### config.mk
export PLATFORM = sky130hd
export DESIGN_NAME = usart_status
export DESIGN_NICKNAME = d
export VERILOG_FILES = /design/src/verilog/usart_status.v
export VERILOG_INCLUDE_DIRS = /design/src /design/src/verilog
export SDC_FILE = /design/constraint.sdc
export NUM_CORES = 1
export LEC_CHECK = 0
export ABC_AREA = 1
export ABC_CLOCK_PERIOD_IN_PS = 1530
export BUFFER_PORTS_ARGS = -buffer_cell sky130_fd_sc_hd__buf_4
export CORE_MARGIN = 8
export CORE_UTILIZATION = 55
export DETAILED_ROUTE_END_ITERATION = 8
export MAX_ROUTING_LAYER = met4
export PLACE_DENSITY = 0.84
export SYNTH_ARGS = -nofsm -noshare
export SYNTH_HDL_FRONTEND = slang
export SYNTH_SLANG_ARGS = --single-unit
### constraint.sdc
create_clock -name core_clk -period 1.53 [get_ports core_clk]
set_input_delay 0.153 -clock core_clk [delete_from_list [all_inputs] [get_ports core_clk]]
set_output_delay 0.153 -clock core_clk [all_outputs]
set_load 0.05 [all_outputs]
### src/verilog/usart_status_consts.vh
`ifndef USART_STATUS_CONSTS_VH
`define USART_STATUS_CONSTS_VH
// register byte offsets
`define OFS_IRQ_SET       4'h0
`define OFS_IRQ_CLR       4'h4
`define OFS_IRQ_MASK      4'h8
`define OFS_CHAN_STATUS   4'hc
`define OFS_MODE          4'h0
// mode register offset and those after it are five-bit byte offsets
`define OFS_MODE_REG      5'h10
`define OFS_CMD_REG       5'h14
`define OFS_RX_DATA       5'h18
// status bit positions
`define B_RECEIVE_READY   0
`define B_TRANSMIT_READY   1
`define B_BRK     2
`define B_RECEIVE_DMA_END   3
`define B_TRANSMIT_DMA_END   4
`define B_OVR     5
`define B_FRAME   6
`define B_PARITY_ERROR    7
`define B_TMO     8
`define B_TRANSMITTER_EMPTY 9
`define B_ITERATION_FLAG    10
`define B_TRANSMIT_BUFFER_EMPTY  11
`define B_RECEIVE_BUFFER_FULL  12
`define B_NACK    13
`define B_RING_CHANGE_FLAG    16
`define B_CLEAR_SEND_CHANGE_FLAG   19
// valid mask of event bits
`define EVENT_MASK 32'h000f3fff
// mode register fields
`define M_OVER    19
`define M_INHIBIT_NONACK   20
`define M_SUCCESSIVE_NONACK_LIMIT  21
`define M_ITERATION_FLAG_LO 24
`define M_ITERATION_FLAG_HI 26
`define M_FILTER  28
`define MODE_RESET 32'h00000000
// command register bits
`define C_RXEN    4
`define C_RXDIS   5
`define C_TXEN    6
`define C_TXDIS   7
`define C_RESET_STATUS_COMMAND  8
`define C_START_BREAK_COMMAND  9
`define C_START_TIMEOUT_COMMAND   11
`define C_RSTIT   13
`define C_RSTNACK 14
`endif

### src/verilog/usart_status.v
// Operation
// - inhibit option set means no non-acknowledge is sent after parity error.
// - limit option clear: non-acknowledge sent on every parity error.
// - limit option set: count errors, nack until limit, then stop and flag iteration.
// - retry-limit field sets the maximum repetitions in T=0 operation.
// - filter option set: receive line is two-of-three majority of three samples.
// - write-only enable register, events at bits 0-13 and 16-19.
// - write-only disable register with same positions removes event sources.
// - read-only mask register shows which events are enabled.
// - receive ready set on complete character, cleared on data read or disable.
// - receive ready reasserts on re-enable if characters arrived meanwhile.
// - transmit ready low while holding busy, break pending or transmitter disabled.
// - transmit ready rises as soon as transmitter enabled with no character waiting.
// - break flag sticky on break or end of break until reset-status.
// - receive dma end bit follows the receive channel signal unlatched.
// - transmit dma end bit follows the transmit channel signal unlatched.
// - overrun flag sticky until reset-status.
// - modem change flags set on any line change, cleared by status read.
// - transmitter empty only when holding and shift registers are both empty.
// - framing and parity flags sticky until reset-status.
// - time-out flag set on time-out, kept until next start-time-out command.
//
// Added by the designer: register access over Avalon-MM and the placing of the registers.
`timescale 1ns/10ps
`include "usart_status_consts.vh"
module usart_status (
   input  wire        core_clk,
   input  wire        rst_b,
   input  wire [4:0]  address,
   input  wire        read,
   input  wire        write,
   input  wire [31:0] writedata,
   output reg  [31:0] readdata,
   output wire        waitrequest,
   input  wire        rx_char_done,
   input  wire        rx_parity_err,
   input  wire        rx_frame_err,
   input  wire        rx_overrun,
   input  wire        rx_break_event,
   input  wire        rx_timeout_event,
   input  wire        rx_nack_seen,
   input  wire [8:0]  rx_char,
   input  wire        tx_holding_full,
   input  wire        tx_shift_busy,
   input  wire        tx_break_pending,
   input  wire        receive_dma_end,
   input  wire        transmit_dma_end,
   input  wire        transmit_buffer_empty,
   input  wire        receive_buffer_full,
   input  wire [3:0]  modem_lines,
   input  wire        rx_line,
   input  wire        sample_tick,
   output wire        rx_line_filtered,
   output reg         nack_send,
   output wire        oversample_8,
   output wire [2:0]  bit_samples_m1,
   output wire        rx_enabled,
   output wire        tx_enabled,
   output wire        irq
);

// ----------------------------------------------------------------
// bus slave
// ----------------------------------------------------------------
reg         ack_reg;
wire        req = (read | write) & ~ack_reg;
wire        wr_go = write & ack_reg;
wire        rd_go = read & ack_reg;
assign waitrequest = ~ack_reg;

reg  [31:0] mode_reg;
reg  [31:0] mask_reg;
reg  [31:0] stat_reg;
reg         rx_en_reg;
reg         tx_en_reg;
reg         rx_pend_reg;
reg  [2:0]  iteration_flag_cnt_reg;
reg  [3:0]  modem_prev_reg;
reg  [8:0]  rx_data_reg;
reg  [2:0]  filt_reg;
reg  [31:0] stat_view;

wire [31:0] cmd = (wr_go && address == `OFS_CMD_REG) ? writedata : 32'h0;
// read-side effects fire on the capture edge so nothing set after the capture is lost
wire        csr_rd = req && read && address == {1'b0, `OFS_CHAN_STATUS};
wire        rhr_rd = req && read && address == `OFS_RX_DATA;
wire [2:0]  max_iteration_flag = mode_reg[`M_ITERATION_FLAG_HI:`M_ITERATION_FLAG_LO];
wire        iteration_flag_hit = mode_reg[`M_SUCCESSIVE_NONACK_LIMIT] && (iteration_flag_cnt_reg >= max_iteration_flag);

always @(posedge core_clk or negedge rst_b) begin
   if (!rst_b)
      ack_reg <= 1'b0;
   else
      ack_reg <= req;
end

// ----------------------------------------------------------------
// mode, mask and enables
// ----------------------------------------------------------------
assign oversample_8   = mode_reg[`M_OVER];
assign bit_samples_m1 = 3'h7;  // low bits only, same in both modes
assign rx_enabled     = rx_en_reg;
assign tx_enabled     = tx_en_reg;
// 16 or 8 samples per bit handed to the baud divider

always @(posedge core_clk or negedge rst_b) begin
   if (!rst_b) begin
      mode_reg  <= `MODE_RESET;
      mask_reg  <= 32'h0;
      rx_en_reg <= 1'b0;
      tx_en_reg <= 1'b0;
   end else begin
      if (wr_go && address == `OFS_MODE_REG)
         mode_reg <= writedata;
      if (wr_go && address == {1'b0, `OFS_IRQ_SET})
         mask_reg <= mask_reg | (writedata & `EVENT_MASK);
      else if (wr_go && address == {1'b0, `OFS_IRQ_CLR})
         mask_reg <= mask_reg & ~(writedata & `EVENT_MASK);
      if (cmd[`C_RXDIS])
         rx_en_reg <= 1'b0;
      else if (cmd[`C_RXEN])
         rx_en_reg <= 1'b1;
      if (cmd[`C_TXDIS])
         tx_en_reg <= 1'b0;
      else if (cmd[`C_TXEN])
         tx_en_reg <= 1'b1;
   end
end

// ----------------------------------------------------------------
// receive line filter
// ----------------------------------------------------------------
always @(posedge core_clk or negedge rst_b) begin
   if (!rst_b)
      filt_reg <= 3'h7;
   else if (sample_tick)
      filt_reg <= {filt_reg[1:0], rx_line};
end

wire vote = (filt_reg[0] & filt_reg[1]) | (filt_reg[1] & filt_reg[2]) | (filt_reg[0] & filt_reg[2]);
assign rx_line_filtered = mode_reg[`M_FILTER] ? vote : rx_line;

// ----------------------------------------------------------------
// smart-card non-acknowledge
// ----------------------------------------------------------------
always @(posedge core_clk or negedge rst_b) begin
   if (!rst_b) begin
      nack_send    <= 1'b0;
      iteration_flag_cnt_reg <= 3'h0;
   end else begin
      nack_send <= 1'b0;
      if (rx_char_done && rx_parity_err) begin
         if (!mode_reg[`M_INHIBIT_NONACK] && !iteration_flag_hit)
            nack_send <= 1'b1;
         if (mode_reg[`M_SUCCESSIVE_NONACK_LIMIT] && !iteration_flag_hit)
            iteration_flag_cnt_reg <= iteration_flag_cnt_reg + 3'h1;
      end else if (rx_char_done || cmd[`C_RSTIT]) begin
         iteration_flag_cnt_reg <= 3'h0;
      end
   end
end

// ----------------------------------------------------------------
// status flags
// ----------------------------------------------------------------
wire [3:0] modem_chg = modem_lines ^ modem_prev_reg;
wire       sta_clr   = cmd[`C_RESET_STATUS_COMMAND];

always @(posedge core_clk or negedge rst_b) begin
   if (!rst_b) begin
      stat_reg       <= 32'h0;
      rx_pend_reg    <= 1'b0;
      modem_prev_reg <= 4'h0;
      rx_data_reg    <= 9'h0;
   end else begin
      modem_prev_reg <= modem_lines;
      if (rx_char_done)
         rx_data_reg <= rx_char;
      // receive ready: set wins over read clear
      if (!rx_en_reg) begin
         stat_reg[`B_RECEIVE_READY] <= 1'b0;
         if (rx_char_done)
            rx_pend_reg <= 1'b1;
         if (cmd[`C_RXEN] && !cmd[`C_RXDIS] && (rx_pend_reg || rx_char_done))
            stat_reg[`B_RECEIVE_READY] <= 1'b1;
      end else if (rx_char_done)
         stat_reg[`B_RECEIVE_READY] <= 1'b1;
      else if (rhr_rd)
         stat_reg[`B_RECEIVE_READY] <= 1'b0;
      if (rx_en_reg)
         rx_pend_reg <= 1'b0;
      if (rx_break_event)
         stat_reg[`B_BRK] <= 1'b1;
      else if (sta_clr)
         stat_reg[`B_BRK] <= 1'b0;
      if (rx_overrun)
         stat_reg[`B_OVR] <= 1'b1;
      else if (sta_clr)
         stat_reg[`B_OVR] <= 1'b0;
      if (rx_char_done && rx_frame_err)
         stat_reg[`B_FRAME] <= 1'b1;
      else if (sta_clr)
         stat_reg[`B_FRAME] <= 1'b0;
      if (rx_char_done && rx_parity_err)
         stat_reg[`B_PARITY_ERROR] <= 1'b1;
      else if (sta_clr)
         stat_reg[`B_PARITY_ERROR] <= 1'b0;
      if (rx_timeout_event)
         stat_reg[`B_TMO] <= 1'b1;
      else if (cmd[`C_START_TIMEOUT_COMMAND])
         stat_reg[`B_TMO] <= 1'b0;
      if (rx_char_done && rx_parity_err && iteration_flag_hit)
         stat_reg[`B_ITERATION_FLAG] <= 1'b1;
      else if (sta_clr || cmd[`C_RSTIT])
         stat_reg[`B_ITERATION_FLAG] <= 1'b0;
      if (rx_nack_seen)
         stat_reg[`B_NACK] <= 1'b1;
      else if (cmd[`C_RSTNACK])
         stat_reg[`B_NACK] <= 1'b0;
      // change flags cleared by status read, new change wins
      stat_reg[`B_CLEAR_SEND_CHANGE_FLAG:`B_RING_CHANGE_FLAG] <= modem_chg | (csr_rd ? 4'h0 : stat_reg[`B_CLEAR_SEND_CHANGE_FLAG:`B_RING_CHANGE_FLAG]);
   end
end

// ----------------------------------------------------------------
// status view and interrupt
// ----------------------------------------------------------------
always @* begin
   stat_view = stat_reg & `EVENT_MASK;
   stat_view[`B_TRANSMIT_READY]   = tx_en_reg & ~tx_holding_full & ~tx_break_pending;
   stat_view[`B_RECEIVE_DMA_END]   = receive_dma_end;
   stat_view[`B_TRANSMIT_DMA_END]   = transmit_dma_end;
   stat_view[`B_TRANSMITTER_EMPTY] = tx_en_reg & ~tx_holding_full & ~tx_shift_busy;
   stat_view[`B_TRANSMIT_BUFFER_EMPTY]  = transmit_buffer_empty;
   stat_view[`B_RECEIVE_BUFFER_FULL]  = receive_buffer_full;
   stat_view[23:20]      = modem_lines;
end

assign irq = |(stat_view & mask_reg & `EVENT_MASK);

always @(posedge core_clk or negedge rst_b) begin
   if (!rst_b)
      readdata <= 32'h0;
   else if (req && read) begin
      case (address)
         {1'b0, `OFS_IRQ_MASK}:    readdata <= mask_reg;
         {1'b0, `OFS_CHAN_STATUS}: readdata <= stat_view;
         `OFS_MODE_REG:            readdata <= mode_reg;
         `OFS_RX_DATA:             readdata <= {23'h0, rx_data_reg};
         default:                  readdata <= 32'h0;
      endcase
   end
end

endmodule

==> results of run 1 <==
through the flow:
step           hold WS [ns]  instance area [um^2]  power (mW)
6_report          -0.001504                  7888       8.872
5_1_grt             0.05497                  7888       9.160
4_1_cts           -0.002790                  7843       8.777
3_5_place_dp         0.1317                  6533       4.726
3_3_place_gp         0.1262                  6533       4.679
2_1_floorplan       -0.1426                  5474       4.185
path summary, 6_finish.rpt:
check / from / end / slack (ns) / cells after the start
min in group asynchronous: rst_b / rx_data_reg[4] / 0.11 / 2
min: tx_shift_busy / readdata[9] / -0.002 / 6
max reg2reg: iteration_flag_cnt_reg[2] / iteration_flag_cnt_reg[1] / 0.07 / 7
max in group asynchronous: rst_b / tx_enabled / 0.84 / 3
max: stat_reg[10] / irq / -0.29 / 5
min reg2reg: mode_reg[20] / nack_send / 0.43 / 1
repair_timing:
| action | in CTS | in global routing |
|---|---|---|
| setup buffers | 4 | 3 |
| resized for setup | 5 | 7 |
| pin swaps | 1 | 6 |
| setup endpoints to repair | 2 | 5 |
| hold endpoints to repair | 205 | 0 |
| hold buffers | 68 | 0 |
worst min-delay path, stage by stage:
cell and delay (ns):
buf_4 0.08, nor3_2 0.04, nand2_1 0.05, nand3_1 0.06
nand2_1 0.06, nand2_1 0.04
power breakdown:
part | internal (mW) | leakage [nW] | switching (mW)
combinational | 0.560 | 2.28 | 0.813
clock | 2.35 | 0.277 | 1.59
sequential | 3.37 | 1.50 | 0.184
logic make-up (layout without fill, tap and decap cells):
group           after synthesis  after routing  synth area share (%)
other cells                   1              3               0.06862
fa+ha+maj                     4              4                0.9158
compound gates               66             66                 6.387
simple gates                410            410                 31.82
flops                       118            118                 54.10
xor+xnor                      5              5                0.8012
buf+inv                      67            273                 5.906
cell usage in the layout, fill, tap and decap left out, types with 16 or more instances in the layout:
| cell | synthesis | final |
|---|---|---|
| buf_4 | 8 | 128 |
| clkbuf_16 | 0 | 16 |
| dfrtp_1 | 115 | 114 |
| dlygate4sd3_1 | 0 | 68 |
| inv_1 | 29 | 29 |
| nand2_1 | 296 | 295 |
| nand3_1 | 55 | 55 |
| nand4_1 | 32 | 32 |
| o21ai_0 | 28 | 26 |
| o21ai_1 | 19 | 19 |
metal layers:
layer / share of wire [%] / vias up
met5: 0 / -
met4: 2.6 / 0
met2: 50 / 340
met1: 38 / 2718
li1: - / 2564
met3: 9.0 / 51
layout make-up:
type,count,area (um^2),area share [%]
sequential,118,2958,37.50
multi-input combinational,488,2227,28.24
timing repair buffer,206,1824,23.13
clock buffer,17,414.1,5.251
clock inverter,15,166.4,2.110
tap,133,166.4,2.110
inverter,35,131.4,1.666
==> flow_summary.yaml, run 1 <==
floorplan:
  start_util_pct: 56.17
  fp.dieW_um: 115.7
  top_level_ports: 112
  design.core.area_um2: 9729
  fp.dieH_um: 115.7
  placement_rows: 36
  dieArea_um2: 13380
synthesis:
  synthCells: 671
  synth_seq_cells: 118
  synthDistinctLibCells: 31
  synth_commonest_cells: "296 x nand2_1, 115 x dfrtp_1, 55 x nand3_1, 32 x nand4_1, 29 x inv_1"
  yosys_warnings: 0
  synth_flop_cell: "dfrtp_1"
  yosysMostFrequentCell: "nand2_1"
  yosysTopAreaCellShare_pct: 52.66
  synth_area_um2: 5465
  async_flop_share_pct: 100.0
  synth_area_leader_cell: "dfrtp_1"
  synth-edff-count: 0
  synth_area_leaders: "dfrtp_1 53%, nand2_1 20%, nand3_1 5.0%"
  synth_seq_area_share_pct: 54.10
  syn_avg_cell_area_um2: 8.145
setup_path:
  critPathCaptureType: "output pin"
  path_cells: "nand2_1 -> nand4_1 -> nor2_2 -> nand4_1 -> buf_6"
  crit_slowest_cell: "dfrtp_1"
  crit_family: "simple AND/OR/NAND/NOR gates"
  crit_buf_inv: 1
  start_kind: "register"
  cp.required_ns: 1.38
  timing.critical_path.mode_cell: "nand4_1"
  crit_fanout: 3
  critPathKind: "reg -> out"
  arrival_ns: 1.66
  cpPeakStageDelay_ns: 0.44
route:
  drt_iter0_drc: 517
  firstDrtPassIters: 6
  ant_nets: 0
  wl_per_cell_um: 17.79
  remaining_drc_errors: 0
  via_count: 5673
  routed_wl_mm: 18.01
  via_per_inst: 5.606
global_routing:
  antenna_found_initial: 0
  grt_use_met1_pct: 33.90
  grt_util_all_layers_pct: 28.95
  gr-total-overflow: 0
  grt_pass1_vias: 5795
  grt_busiest_layer: "met2"
  use_met3_pct: 6.618
  grt_pass1_wl_mm: 29.10
  grt_max_degree: 42
  met2_usage_pct: 47.56
run_status:
  violations: "negative hold slack, negative setup slack"
  status: "complete, but fails checks"
power_and_ir_drop:
  ir_drop_mv: 0.8261
  power_density_nw_per_um2: 1125
  power.leakage_nw: 4.062
sta:
  rsz0062_at_grt: "true"
  hold_viol: 1
  whs_ns: -0.001504
  fin_crit_sh_pct: 118.7
  slew_headroom_pct: 66.60
  setup_viol: 2
  skew_ns: 0.005497
  tns_ns: -0.3662
  period_minus_slack_ns: 1.816
  drv_slew: 0
  worst_pin_slew_ns: 0.5004
  max_clock_freq_ghz: 0.5507
  finalWorstSetupSlack_ns: -0.2860
clock_tree:
  insertion_delay_ns: 0.53
  cts_tree: "done"
  htree_levels: 4
  numCtsBuffers: 17
  clk_pin_slew_ns: 0.06
  clockBufferDepth: 2
  cts.sinks: 118
  ctsRootBufferMaster: "clkbuf_8"
placed_design:
  post-place-ws_ns: 0.05369
  portBuffers: 108
  dp_cells: 905
  hpwl_mm: 11.21
  gp_congestion: 0.9396
cells_and_area:
  fillCellCount: 600
  fin_cells: 1012
  antenna_cells: 0
  fin_util_pct: 81.07
  syn_to_final_growth_pct: 44.32
  drive_gt1_share_pct: 22.53
  nNetsFinal: 940
worst_hold_path:
  hp-class: "in -> reg"
run:
  drv_cap: 0
Note: power is estimated with default switching activity, not from simulation.
==> run 2: changes to the inputs <==
--- a/config.mk
+++ b/config.mk
@@ -8,12 +8,12 @@
 export LEC_CHECK = 0
 export ABC_AREA = 1
 export ABC_CLOCK_PERIOD_IN_PS = 1530
-export BUFFER_PORTS_ARGS = -buffer_cell sky130_fd_sc_hd__buf_4
 export CORE_MARGIN = 8
-export CORE_UTILIZATION = 55
+export CORE_UTILIZATION = 40
 export DETAILED_ROUTE_END_ITERATION = 8
+export DONT_BUFFER_PORTS = 1
 export MAX_ROUTING_LAYER = met4
-export PLACE_DENSITY = 0.84
+export PLACE_DENSITY = 0.58
 export SYNTH_ARGS = -nofsm -noshare
 export SYNTH_HDL_FRONTEND = slang
 export SYNTH_SLANG_ARGS = --single-unit
==> run 2 against run 1 <==
  * The run still ends with negative hold slack, negative setup slack left
  * Combinational power shrank 32%
  * Via count decreased by 14%
  * Routed wire length decreased by 10%
  * Core utilization is 28 points lower
  * Clock power about the same
  * Register-to-register slack gained 0.05 ns
  * Setup slack improved by 0.097 ns
  * First-iteration DRC count decreased by 37%
  * Clock skew rose by 0.0025 ns
  * Sequential power rose by 2%
  * Critical path type unchanged
  * Highest routed layer unchanged
==> flow_summary.yaml, run 2 (synthesis results as in run 1) <==
placed_design:
  portBuffers: 0
  hpwl_mm: 11.06
  gp_congestion: 0.8464
  dp_cells: 847
  post-place-ws_ns: -0.01069
route:
  firstDrtPassIters: 5
  routed_wl_mm: 16.14
  remaining_drc_errors: 0
  via_count: 4888
  ant_nets: 0
  wl_per_cell_um: 17.11
  met3_wirelength_mm: 1.132
  wl_met2_mm: 7.507
  top_layer: "met4"
  via_per_inst: 5.183
  wirelength_met1_mm: 7.147
  drt_iter0_drc: 325
run_status:
  status: "complete, but fails checks"
  violations: "negative hold slack, negative setup slack"
sta:
  drv_slew: 0
  max_clock_freq_ghz: 0.5816
  worst_pin_slew_ns: 0.5275
  setup_viol: 1
  rsz0062_at_grt: "true"
  skew_ns: 0.008001
  finalWorstSetupSlack_ns: -0.1893
  tns_ns: -0.1893
  slew_headroom_pct: 64.83
  whs_ns: -0.5615
  period_minus_slack_ns: 1.719
  hold_viol: 118
  fin_crit_sh_pct: 112.4
floorplan:
  dieArea_um2: 17660
  fp.dieW_um: 132.9
  design.core.area_um2: 13300
  start_util_pct: 41.11
  top_level_ports: 112
  fp.dieH_um: 132.9
  placement_rows: 42
cells_and_area:
  antenna_cells: 0
  seq_area_um2: 2958
  final_common_cell: "nand2_1"
  final_cell_mix: "294 x nand2_1, 114 x dfrtp_1, 57 x dlygate4sd3_1"
  nNetsFinal: 828
  fin_cells: 943
  syn_to_final_growth_pct: 28.87
  fin_util_pct: 52.97
  fillCellCount: 1252
  multiInputGateArea_um2: 2232
  drive_gt1_share_pct: 12.65
worst_hold_path:
  hp-class: "in -> async"
global_routing:
  grt_pass1_wl_mm: 26.45
  grt_pass1_vias: 4948
  grt_max_degree: 119
  antenna_found_initial: 0
  grt_util_all_layers_pct: 19.53
  gr-total-overflow: 0
power_and_ir_drop:
  power_density_nw_per_um2: 1207
  p_sw_share_pct: 25.99
  pwr-share-comb_pct: 10.9
  seqPwrFrac_pct: 42.8
  power.share.clock_pct: 46.3
  p_sw_mw: 2.209
  power.leakage_nw: 3.525
  ir_drop_mv: 0.7940
  internal_power_mw: 6.289
clock_tree:
  clk_pin_slew_ns: 0.05
  clockBufferDepth: 2
  numCtsBuffers: 17
  htree_levels: 4
  hold_buffers: 57
  insertion_delay_ns: 0.42
  ctsRootBufferMaster: "clkbuf_16"
  cts_tree: "done"
  cts.sinks: 118
setup_path:
  cp.required_ns: 1.38
  rrSetupSlack_ns: 0.12
  crit_fanout: 3
  critPathKind: "reg -> out"
  critPathCaptureType: "output pin"
  arrival_ns: 1.57
  start_kind: "register"
run:
  drv_cap: 0
[run 2: timing repair]
item                                   4_1_cts  5_1_grt
resized for setup                            4       10
pin swaps                                    6        4
setup endpoints to repair                    5       10
buffers inserted                             6        1
endpoints found under the hold margin      205      118
[run 2: final cells by class]
| class | count | area share, % |
|---|---|---|
| Inverter | 35 | 1.901 |
| Multi-Input combinational cell | 488 | 31.69 |
| Clock buffer | 24 | 6.982 |
| Sequential cell | 118 | 42.00 |
| Tap cell | 176 | 3.127 |
| Clock inverter | 8 | 1.368 |
| Timing Repair Buffer | 94 | 12.93 |
[run 2: final timing paths]
| path | end | depth (start not counted) | start |
|---|---|---|---|
| min in group core_clk | mode_reg[13] | 4 | address[4] |
| max in group asynchronous | filt_reg[2] | 0 | rst_b |
| min reg2reg | nack_send | 1 | mode_reg[20] |
| max | irq | 5 | tx_enabled |
| max reg2reg | iteration_flag_cnt_reg[2] | 8 | iteration_flag_cnt_reg[0] |
| min | rx_data_reg[4] | 0 | rst_b |
[run 2: metal layers]
| layer | up-vias | global-route usage [%] |
|---|---|---|
| met2 | 180 | 29.58 |
| li1 | 2339 | - |
| met4 | 0 | 7.823 |
| met3 | 27 | 5.185 |
| met5 | - | - |
| met1 | 2342 | 24.36 |
[run 2: power by group through the flow]
stage,Clock (mW),Combinational (mW),Sequential [mW]
after floorplan,0,0.494,3.69
after global placement,0,0.710,3.68
after detailed placement,0,0.731,3.69
after CTS,3.99,0.914,3.63
after global routing,4.14,1.03,3.67
final,3.93,0.927,3.64
[run 2: stage by stage]
stage	power, mW	cell area (um^2)
3_3_place_gp	4.388	5791
2_1_floorplan	4.185	5474
4_1_cts	8.535	7004
6_report	8.498	7043
3_5_place_dp	4.418	5791
5_1_grt	8.835	7043
[run 2: critical path, stage by stage (launching register included)]
cell and delay (ns):
dfrtp_2 0.41, inv_1 0.21, nor3_2 0.09, nand2_1 0.07, nand4_1 0.17, buf_12 0.21
